[config.mk]
export PLATFORM = sky130hd
export DESIGN_NAME = osm_sample_capture
export DESIGN_NICKNAME = d
export VERILOG_FILES = /design/src/hdl/osm_pkg.sv /design/src/hdl/osm_miss_latency.sv /design/src/hdl/osm_sample_capture.sv
export VERILOG_INCLUDE_DIRS = /design/src /design/src/hdl
export SDC_FILE = /design/constraint.sdc
export NUM_CORES = 1
export LEC_CHECK = 0
export BUFFER_PORTS_ARGS = -buffer_cell sky130_fd_sc_hd__buf_4
export CORE_MARGIN = 5
export CORE_UTILIZATION = 49
export DETAILED_ROUTE_END_ITERATION = 6
export PLACE_DENSITY_LB_ADDON = 0.25
export SYNTH_ARGS = -nofsm -noshare
export SYNTH_HDL_FRONTEND = slang
export SYNTH_SLANG_ARGS = --single-unit
export TNS_END_PERCENT = 5
[constraint.sdc]
create_clock -name sys_clk -period 9.15 [get_ports sys_clk]
set_clock_uncertainty 0.05 [all_clocks]
set_input_delay 0.915 -clock sys_clk [delete_from_list [all_inputs] [get_ports sys_clk]]
set_output_delay 0.915 -clock sys_clk [all_outputs]
set_load 0.03 [all_outputs]
[src/hdl/osm_consts.svh]
// Constants for the op sample memory capture block.
// Assumes inclusion by bare name from the package and the design modules.
`ifndef OSM_CONSTS_SVH
`define OSM_CONSTS_SVH

// Register select indices on the model-specific register port
`define OSM_SEL_W 2
`define OSM_IDX_DCRES 2'h0
`define OSM_IDX_LINAD 2'h1
`define OSM_IDX_PHYSAD 2'h2
`define OSM_IDX_BRTGT 2'h3

// Cache result register layout
`define OSM_LAT_W 16
`define OSM_LAT_LSB 32
`define OSM_BIT_PHYSV 18
`define OSM_BIT_LINV 17
`define OSM_BIT_LOCKED 15
`define OSM_BIT_UNCACHED 14
`define OSM_BIT_WRCOMB 13
`define OSM_BIT_MISALIGN 8
`define OSM_BIT_DCMISS 7
`define OSM_BIT_HIT1G 5
`define OSM_BIT_HIT2M 4
`define OSM_BIT_TLBMISS 2
`define OSM_BIT_STORE 1
`define OSM_BIT_LOAD 0
`define OSM_DCRES_MASK 64'h0000_FFFF_0006_E1B7
`define OSM_MEMFLAG_MASK 64'h0000_0000_0006_E1B4

// Physical address register layout
`define OSM_PHYS_W 52
`define OSM_PHYS_MASK 64'h000F_FFFF_FFFF_FFFF

// Reset value of every capture register
`define OSM_RESET_WORD 64'h0000_0000_0000_0000

`endif

[src/hdl/osm_pkg.sv]
// Types shared by the op sample memory capture block.
// Assumes the constants header is on the include path.
`include "osm_consts.svh"

package osm_pkg;

    typedef logic [63:0] osm_word_type;
    typedef logic [`OSM_LAT_W-1:0] osm_latency_type;
    typedef logic [`OSM_SEL_W-1:0] osm_sel_type;

    // Outcome of one portion of a load or store
    typedef struct packed {
        logic lockedAccess;
        logic uncacheableAccess;
        logic writeCombiningAccess;
        logic misalignedPenalty;
        logic dcacheMiss;
        logic tlbHit1g;
        logic tlbHit2m;
        logic tlbMiss;
    } osm_mem_flags_type;

    // Retire-time information about the tagged op
    typedef struct packed {
        logic isLoad;
        logic isStore;
        logic linValid;
        logic physValid;
        logic [63:0] linAddr;
        logic [`OSM_PHYS_W-1:0] physAddr;
        logic isBranch;
        logic condNotTaken;
        logic [63:0] branchTarget;
        logic [63:0] fallThrough;
    } osm_op_event_type;

endpackage : osm_pkg

[src/hdl/osm_miss_latency.sv]
// Data cache miss latency counter.
// Assumes start and done pulses come from logic on sys_clk.
`timescale 1ns/1ps
`include "osm_consts.svh"

module osm_miss_latency #(
    parameter int LAT_W = `OSM_LAT_W
) (
    input wire logic sys_clk,
    input wire logic rst,
    input wire logic missStart,
    input wire logic missDone,
    output logic [LAT_W-1:0] latency
);

    generate
        if (LAT_W < 1 || LAT_W > `OSM_LAT_W) begin : g_bad_width
            $error("osm_miss_latency: LAT_W out of range");
        end
    endgenerate

    logic active_q;
    logic active_d;
    logic [LAT_W-1:0] cnt_q;
    logic [LAT_W-1:0] cnt_d;
    logic [LAT_W-1:0] latency_q;
    logic [LAT_W-1:0] latency_d;
    logic [LAT_W-1:0] cntInc;
    logic cntFull;

    // Saturate rather than wrap, so a very long miss never reads as short
    assign cntFull = &cnt_q;
    assign cntInc = cntFull ? cnt_q : cnt_q + LAT_W'(1);
    assign active_d = missStart ? !missDone : (active_q && !missDone);
    assign cnt_d = missStart ? '0 : (active_q ? cntInc : cnt_q);
    assign latency_d = (missStart && missDone) ? '0 :
                       (active_q && missDone) ? cntInc : latency_q;
    assign latency = latency_q;

    always_ff @(posedge sys_clk or posedge rst) begin
        if (rst) begin
            active_q <= 1'h0;
            cnt_q <= '0;
            latency_q <= '0;
        end else begin
            active_q <= active_d;
            cnt_q <= cnt_d;
            latency_q <= latency_d;
        end
    end
endmodule : osm_miss_latency

[src/hdl/osm_sample_capture.sv]
// Capture registers for the memory and branch results of a tagged op.
// Assumes the core drives all event inputs from logic on sys_clk,
// and that the sampling control logic owns the valid clear request.
//
// Summary of operation
// - Report only the portion below 128-bit boundary
// - Count cycles from miss detect to delivery
// - Miss latency undefined for store ops
// - Bit 18 marks physical address valid
// - Bit 17 marks linear address valid
// - Bit 15 marks a locked access
// - Bit 14 marks uncacheable memory access
// - Bit 13 marks write-combining memory access
// - Bit 8 marks misaligned access penalty
// - Bit 7 marks data cache miss
// - Bit 5 marks TLB hit, 1G page
// - Bit 4 marks TLB hit, 2M page
// - Bit 2 marks first-level TLB miss
// - Bits 1/0 store/load; reserved bits zero
// - Capture full 64-bit canonical linear operand
// - Physical address in 51:0, upper zero
// - Capture branch target; non-zero means valid
// - Not-taken conditional branch records fall-through address
// - Retire sets valid flag, halting interval counter
// - Aborted tagged op captures nothing
`timescale 1ns/1ps
`include "osm_consts.svh"

module osm_sample_capture #(
    parameter int LAT_W = `OSM_LAT_W
) (
    input wire logic sys_clk,
    input wire logic rst,
    input wire osm_pkg::osm_op_event_type opEvent,
    input wire logic tagRetire,
    input wire logic tagAbort,
    input wire logic memReport,
    input wire logic memAboveBoundary,
    input wire osm_pkg::osm_mem_flags_type memFlags,
    input wire logic missStart,
    input wire logic missDone,
    input wire logic missAboveBoundary,
    input wire logic sampleValidClear,
    input wire osm_pkg::osm_sel_type msrSel,
    input wire logic msrWrite,
    input wire logic msrRead,
    input wire osm_pkg::osm_word_type msrWdata,
    output osm_pkg::osm_word_type msrRdata,
    output logic msrAck,
    output logic sampleValidFlag,
    output logic opCounterStop
);

    generate
        if (LAT_W < 1 || LAT_W > `OSM_LAT_W) begin : g_bad_width
            $error("osm_sample_capture: LAT_W out of range");
        end
    endgenerate

    // Registers
    osm_pkg::osm_word_type dcres_q;
    osm_pkg::osm_word_type dcres_d;
    osm_pkg::osm_word_type linAd_q;
    osm_pkg::osm_word_type linAd_d;
    osm_pkg::osm_word_type physAd_q;
    osm_pkg::osm_word_type physAd_d;
    osm_pkg::osm_word_type brTgt_q;
    osm_pkg::osm_word_type brTgt_d;
    osm_pkg::osm_word_type rdata_q;
    osm_pkg::osm_word_type rdata_d;
    osm_pkg::osm_mem_flags_type pend_q;
    osm_pkg::osm_mem_flags_type pend_d;
    logic valid_q;
    logic valid_d;
    logic ack_q;

    // Latency counter, fed only by misses below the boundary
    logic lowMissStart;
    logic lowMissDone;
    logic [LAT_W-1:0] missLatency;

    assign lowMissStart = missStart && !missAboveBoundary;
    assign lowMissDone = missDone && !missAboveBoundary;

    osm_miss_latency #(
        .LAT_W(LAT_W)
    ) u_miss_latency (
        .sys_clk(sys_clk),
        .rst(rst),
        .missStart(lowMissStart),
        .missDone(lowMissDone),
        .latency(missLatency)
    );

    // Portion flags: the upper part of a straddling access is dropped
    logic lowReport;
    logic capture;
    logic isMem;
    osm_pkg::osm_mem_flags_type curFlags;
    osm_pkg::osm_mem_flags_type useFlags;

    assign lowReport = memReport && !memAboveBoundary;
    assign curFlags = lowReport ? memFlags : pend_q;
    // A second sample cannot land on unread data; abort wins over retire
    assign capture = tagRetire && !tagAbort && !valid_q;
    assign isMem = opEvent.isLoad || opEvent.isStore;
    assign useFlags = isMem ? curFlags : '0;
    assign pend_d = (capture || tagAbort) ? '0 : curFlags;

    // Cache result word as captured
    osm_pkg::osm_latency_type latField;
    osm_pkg::osm_word_type capWord;
    logic physV;
    logic linV;

    // Stores may carry a count left over from an earlier load miss
    assign latField = (isMem && useFlags.dcacheMiss) ?
                      osm_pkg::osm_latency_type'(missLatency) : '0;
    assign physV = isMem && opEvent.physValid;
    assign linV = isMem && opEvent.linValid;
    assign capWord = {
        16'h0000,
        latField,
        13'h0000,
        physV,
        linV,
        1'h0,
        useFlags.lockedAccess,
        useFlags.uncacheableAccess,
        useFlags.writeCombiningAccess,
        4'h0,
        useFlags.misalignedPenalty,
        useFlags.dcacheMiss,
        1'h0,
        useFlags.tlbHit1g,
        useFlags.tlbHit2m,
        1'h0,
        useFlags.tlbMiss,
        opEvent.isStore,
        opEvent.isLoad
    };

    // Address and target words as captured
    osm_pkg::osm_word_type capLin;
    osm_pkg::osm_word_type capPhys;
    osm_pkg::osm_word_type capBr;

    assign capLin = isMem ? opEvent.linAddr : '0;
    assign capPhys = isMem ? 64'(opEvent.physAddr) : '0;
    assign capBr = !opEvent.isBranch ? '0 :
                   opEvent.condNotTaken ? opEvent.fallThrough :
                   opEvent.branchTarget;

    // Software access decode; a retire capture beats a write
    logic wrDcres;
    logic wrLin;
    logic wrPhys;
    logic wrBr;

    assign wrDcres = msrWrite && (msrSel == `OSM_IDX_DCRES);
    assign wrLin = msrWrite && (msrSel == `OSM_IDX_LINAD);
    assign wrPhys = msrWrite && (msrSel == `OSM_IDX_PHYSAD);
    assign wrBr = msrWrite && (msrSel == `OSM_IDX_BRTGT);

    assign dcres_d = capture ? capWord :
                     wrDcres ? (msrWdata & `OSM_DCRES_MASK) : dcres_q;
    assign linAd_d = capture ? capLin : (wrLin ? msrWdata : linAd_q);
    assign physAd_d = capture ? capPhys :
                      wrPhys ? (msrWdata & `OSM_PHYS_MASK) : physAd_q;
    assign brTgt_d = capture ? capBr : (wrBr ? msrWdata : brTgt_q);

    // Hardware set wins over a clear in the same cycle
    assign valid_d = capture || (valid_q && !sampleValidClear);

    osm_pkg::osm_word_type rdSel;

    assign rdSel = (msrSel == `OSM_IDX_DCRES) ? dcres_q :
                   (msrSel == `OSM_IDX_LINAD) ? linAd_q :
                   (msrSel == `OSM_IDX_PHYSAD) ? physAd_q : brTgt_q;
    assign rdata_d = msrRead ? rdSel : rdata_q;

    always_ff @(posedge sys_clk or posedge rst) begin
        if (rst) begin
            dcres_q <= `OSM_RESET_WORD;
            linAd_q <= `OSM_RESET_WORD;
            physAd_q <= `OSM_RESET_WORD;
            brTgt_q <= `OSM_RESET_WORD;
            rdata_q <= `OSM_RESET_WORD;
            pend_q <= '0;
            valid_q <= 1'h0;
            ack_q <= 1'h0;
        end else begin
            dcres_q <= dcres_d;
            linAd_q <= linAd_d;
            physAd_q <= physAd_d;
            brTgt_q <= brTgt_d;
            rdata_q <= rdata_d;
            pend_q <= pend_d;
            valid_q <= valid_d;
            ack_q <= msrRead || msrWrite;
        end
    end

    assign msrRdata = rdata_q;
    assign msrAck = ack_q;
    assign sampleValidFlag = valid_q;
    // The interval counter stays frozen while unread data is held
    assign opCounterStop = valid_q;
endmodule : osm_sample_capture

## Word level (Yosys, flattened, before mapping)

Index checks and enable logic that the tools add are counted.

| word-level totals | value |
|---|---|
| register bits | 363 |
| input bits | 336 |
| output and inout bits | 67 |

| operators by class | value |
|---|---|
| $add $sub $neg | 1 |
| equal/unequal tests | 3 |
| muxes and demuxes | 25 |
| reduce and logical (&&, ||, !) cells | 34 |

Operators by type and width:

| kind | count |
|---|---|
| 64-bit two-way mux | 14 |
| 16-bit two-way mux | 6 |
| 52-bit two-way mux | 1 |
| 8-bit two-way mux | 3 |
| 16-bit by 1-bit adder with 16-bit output, second input constant | 1 |
| 1-bit logical AND | 16 |
| 16-bit AND reduction | 1 |
| 2-bit nonzero test | 6 |
| 1-bit zero test | 6 |
| 2-bit equality test, second input constant | 2 |
| 1-bit logical OR | 4 |
| 2-bit by 1-bit equality test with 1-bit output, second input constant | 1 |
| 2-bit zero test | 1 |
| 1-bit two-way mux | 1 |

## Longest topological paths before layout

| logic depth | value |
|---|---|
| depth in word-level cells | 7 |
| depth in mapped cells | 7 |

## Modules after synthesis

From an unflattened synthesis, not the netlist that was laid out.

| unflattened totals | value |
|---|---|
| cells, all modules | 1579 |
| area total of the unflattened synthesis | 15554.9 sq um |

By module, submodules not included:

| module | times used | cells each | area each (sq um) | seq. area each (sq um) |
|---|---|---|---|---|
| osm_sample_capture | 1 | 1372 | 13661.9 | 7056.8 |
| osm_miss_latency | 1 | 207 | 1893.1 | 825.8 |

## Worst setup path before layout

No wires, ideal clock.

| path | value |
|---|---|
| path kind | input port to flip-flop |
| start point | in msrSel[0] |
| end point | reg rdata_q[13], in the netlist msrRdata[13] |
| setup time | 125 ps |
| arrival time | 2238 ps |
| data required time | 8975 ps |
| slack | 6737 ps |
| stages on the path | 4 |
| path buffers | 2 |
| cell sequence | buf_2 -> buf_2 -> mux4_2 -> mux2_2 |

| on the way | value |
|---|---|
| longest elaborated chain between the ends | 4 |
| elaborated cells between the ends (all ways) | 6 |
| classes of those cells | 2 x eq/ne; 3 x mux; 1 x reduce/logical |

Ends and longest elaborated chain:

| element | RTL line | text |
|---|---|---|
| from (decl) | osm_sample_capture.sv:44 | `input wire osm_pkg::osm_sel_type msrSel,` |
| 2-bit equality test (no source line) | n/a |  |
| 64-bit two-way mux | osm_sample_capture.sv:179 | `` (msrSel == `OSM_IDX_PHYSAD) ? physAd_q : brTgt_q; `` |
| 64-bit two-way mux | osm_sample_capture.sv:178 | `` (msrSel == `OSM_IDX_LINAD) ? linAd_q : `` |
| 64-bit two-way mux * | osm_sample_capture.sv:177 | `` assign rdSel = (msrSel == `OSM_IDX_DCRES) ? dcres_q : `` |
| to (signal assigned) | osm_sample_capture.sv:188 | `` rdata_q <= `OSM_RESET_WORD; `` |
| to (signal assigned) | osm_sample_capture.sv:197 | `rdata_q <= rdata_d;` |
| to (decl) | osm_sample_capture.sv:69 | `osm_pkg::osm_word_type rdata_q;` |

Every way passes the cells marked *; elsewhere a longest branch is shown, timed or not.
A chain may end at the register's enable or synchronous reset.

## Worst setup path in the final report

| path | value |
|---|---|
| start point | in msrSel[0] |
| end point | reg linAd_q[55] |

| on the way | value |
|---|---|
| longest elaborated chain between the ends | 3 |

Ends and longest elaborated chain:

| element | RTL line | text |
|---|---|---|
| 2-bit by 1-bit equality test with 1-bit output (no source line) | n/a |  |
| 1-bit logical AND | osm_sample_capture.sv:161 | `` assign wrLin = msrWrite && (msrSel == `OSM_IDX_LINAD); `` |
| 2-bit nonzero test (no source line) | n/a |  |
| to (signal assigned) | osm_sample_capture.sv:185 | `` linAd_q <= `OSM_RESET_WORD; `` |
| to (signal assigned) | osm_sample_capture.sv:194 | `linAd_q <= linAd_d;` |
| to (decl) | osm_sample_capture.sv:63 | `osm_pkg::osm_word_type linAd_q;` |

Every way passes these cells.

==> flow_metrics.py <==
metrics = {
    "outcome": {
        "outcome": "finished, final reports clean",
    },
    "routing": {
        "dr.pass1.iters": 5,
        "num_vias": 13400,
        "drc": 0,
        "wire_per_inst_um": 21.3,
        "wirelength_um": 48500,
        "vias_per_cell": 5.92,
        "postRouteAntennaNets": 0,
        "drtIter0Drc": 999,
    },
    "clock_network": {
        "clk_pin_slew_ps": 60,
        "cts-root-buf": "clkbuf_16",
        "cts_tree": "yes",
        "clk_latency_ps": 510,
        "h-tree-depth": 2,
        "cts_buffer_depth": 3,
        "ctsHoldBuffers": 0,
        "ctsResizeCount": 0,
        "post_cts_buffers": 0,
        "cts_sinks": 315,
        "numCtsBuffers": 35,
    },
    "floorplan": {
        "die_area_sq_um": 35700,
        "start_util_pct": 49.6,
        "die_x_um": 189,
        "fp.coreArea_sq_um": 31600,
        "ioPinCount": 403,
        "die_h_um": 189,
        "row_count": 65,
    },
    "setup_path": {
        "slowest_stage": "buf_4",
        "startpoint_type": "input port",
        "cp.arrival_ps": 4080,
        "crit_top_cell": "buf_4",
        "cp_max_fo": 96,
        "worst_setup_path_end_kind": "flop",
        "critPathMaxStageDelay_ps": 870,
        "required_ps": 9510,
        "critical_path_class": "in -> reg",
        "path_cells": "buf_4, buf_4, nand2_1, o21ai_4, buf_4, nor2_1, a21oi_1",
    },
    "synth": {
        "post_synth.cell_area_avg_sq_um": 10.3,
        "yosysSeqAreaShare_pct": 50.2,
        "synth_edf_count": 0,
        "syn-cell-area_sq_um": 15700,
        "synth_area_leaders": "dfrtp_1, mux2i_1, nor2_1",
        "synth.most_common_cell": "dfrtp_1",
        "synth_area_leader_cell": "dfrtp_1",
        "ys.flop_type": "dfrtp_1",
        "synth-async-reset-ratio_pct": 100,
        "synth_top_cell_area_share_pct": 50.2,
        "yosys_warnings": 0,
        "synth_common_cells": "dfrtp_1, nor2_1, a21oi_1",
        "syn-num-nets": 1857,
        "synthCells": 1520,
        "yosys_register_bits": 315,
        "synthDistinctLibCells": 66,
    },
    "sta": {
        "finalHoldWorstSlack_ps": 432,
        "worstMarginPinSlew_ps": 1200,
        "setup_violations": 0,
        "rsz0062_at_grt": "no",
        "final_max_slew_viol_count": 0,
        "finalHoldViolations": 0,
        "min_period_ps": 3720,
        "finalCritPeriodShare_pct": 40.7,
        "relSlewSlack_pct": 20.0,
        "setup_tns_ps": 0,
        "max_freq_ghz": 0.269,
    },
    "global_routing": {
        "grt_pass1_vias": 13800,
        "grt_first_pass_wirelength_um": 75800,
        "grt_start_max_net_pins": 184,
        "grt_use_met3_pct": 4.33,
        "busiest_layer": "met2",
        "antenna_found_initial": 2,
        "gr-usage-all-layers_pct": 26.2,
        "use_met1_pct": 33.5,
        "grt_overflow": 0,
        "use_met2_pct": 45.3,
    },
    "place": {
        "hpwl_um": 32900,
        "gp_congestion": 0.879,
        "port_buffers": 402,
    },
    "hold_path": {
        "hp-class": "reg -> reg",
    },
    "pwr": {
        "p_leak_uw": 0.00898,
        "power_density_nw_per_um2": 217,
        "vdd_drop_max_uv": 128,
    },
    "layout": {
        "finalNetCount": 2178,
        "drive_gt1_share_pct": 31.7,
        "nFillCells": 2624,
        "syn_to_final_growth_pct": 27.7,
    },
    "run": {
        "cap_violations": 0,
    },
}
-- power by group --
group / switching, uW / total [uW] / internal [uW]
registers: 153 / 1810 / 1650
clock network: 567 / 1540 / 970
logic: 542 / 1000 / 459
total: 1260 / 4340 / 3080
-- cell type report --
class	instances	area (sq um)	share of cell area [%]
antenna	2	5.00	0.0250
clock buffer	49	1050	5.24
clock inverter	13	218	1.09
inverter	34	131	0.655
multi-input combinational	1036	7100	35.4
sequential	315	7880	39.3
tap	402	503	2.51
timing repair buffer	419	3160	15.7
-- placed cells by master, fill, tap and decap left out, drive strengths merged, types with 9 or more instances in the layout --
cell type and instances:
mux4 28, dfrtp 315, nand3 9, clkbuf 49, mux2 62, o22ai 18
o21a 26, o31a 16, a22oi 88, a31oi 57, inv 33, mux2i 88
nand4 12, buf 419, nor2 207, o211ai 26, a21oi 146, nand2 109
o21ai 39, a2bb2oi 38
-- critical path: cells and delay by family --
| kind | cells | cell delay [ps] |
|---|---|---|
| buffers and inverters | 3 | 1830 |
| AOI/OAI and AO/OA | 2 | 910 |
| and+or+nand+nor | 2 | 330 |
-- worst paths after layout --
path	to	slack, ps	startpoint	cells after the start
worst min register to register	dcres_q[1]$_DFFE_PP0P_	430	dcres_q[1]$_DFFE_PP0P_	2
min in group asynchronous	physAd_q[2]$_DFFE_PP0P_	600	rst	3
max in group asynchronous	physAd_q[5]$_DFFE_PP0P_	6800	rst	4
worst min-delay path	dcres_q[1]$_DFFE_PP0P_	430	dcres_q[1]$_DFFE_PP0P_	2
worst max register to register	brTgt_q[4]$_DFFE_PP0P_	6130	opCounterStop$_DFF_PP0_	5
worst max-delay path	linAd_q[55]$_DFFE_PP0P_	5430	msrSel[0]	7
-- sequential cells by signal, indices dropped and copies added, names as in the netlist --
name / count
u_miss_latency.active_q: 1
brTgt_q: 64
u_miss_latency.cnt_q: 16
msrAck: 1
pend_q: 8
linAd_q: 64
opCounterStop: 1
u_miss_latency.latency: 16
physAd_q: 52
msrRdata: 64
dcres_q: 28
-- metal layers --
layer	share of wire, %	wire, um
met1	40	19500
met2	50	24300
met3	6.3	3040
met4	3.3	1610
met5	0	0
-- cell families (layout without fill, tap and decap cells) --
| family | after synthesis | after routing | synth area share [%] |
|---|---|---|---|
| compound gates | 482 | 482 | 20.2 |
| simple gates | 368 | 368 | 10.2 |
| flops | 315 | 315 | 50.2 |
| mux | 178 | 178 | 14.1 |
| buf+inv | 169 | 515 | 4.85 |
| xor+xnor | 7 | 7 | 0.390 |
| fa+ha+maj | 1 | 1 | 0.0797 |
| other cells | 0 | 2 | 0 |
-- per-stage QoR --
step | cells | cell area, sq um | setup WS, ps | total power, uW | util [%]
finish | 2270 | 20100 | 5430 | 4340 | 63.4
global route | 2270 | 20100 | 5180 | 4540 | 63.4
CTS | 2268 | 20000 | 5410 | 4370 | 63.4
detailed placement | 2206 | 18800 | 4950 | 2830 | 59.4
global placement | 2206 | 18800 | 5080 | 2790 | 59.4
floorplan | 1520 | 15700 | 3990 | 2430 | -
Power figures use the tool's default switching activity.
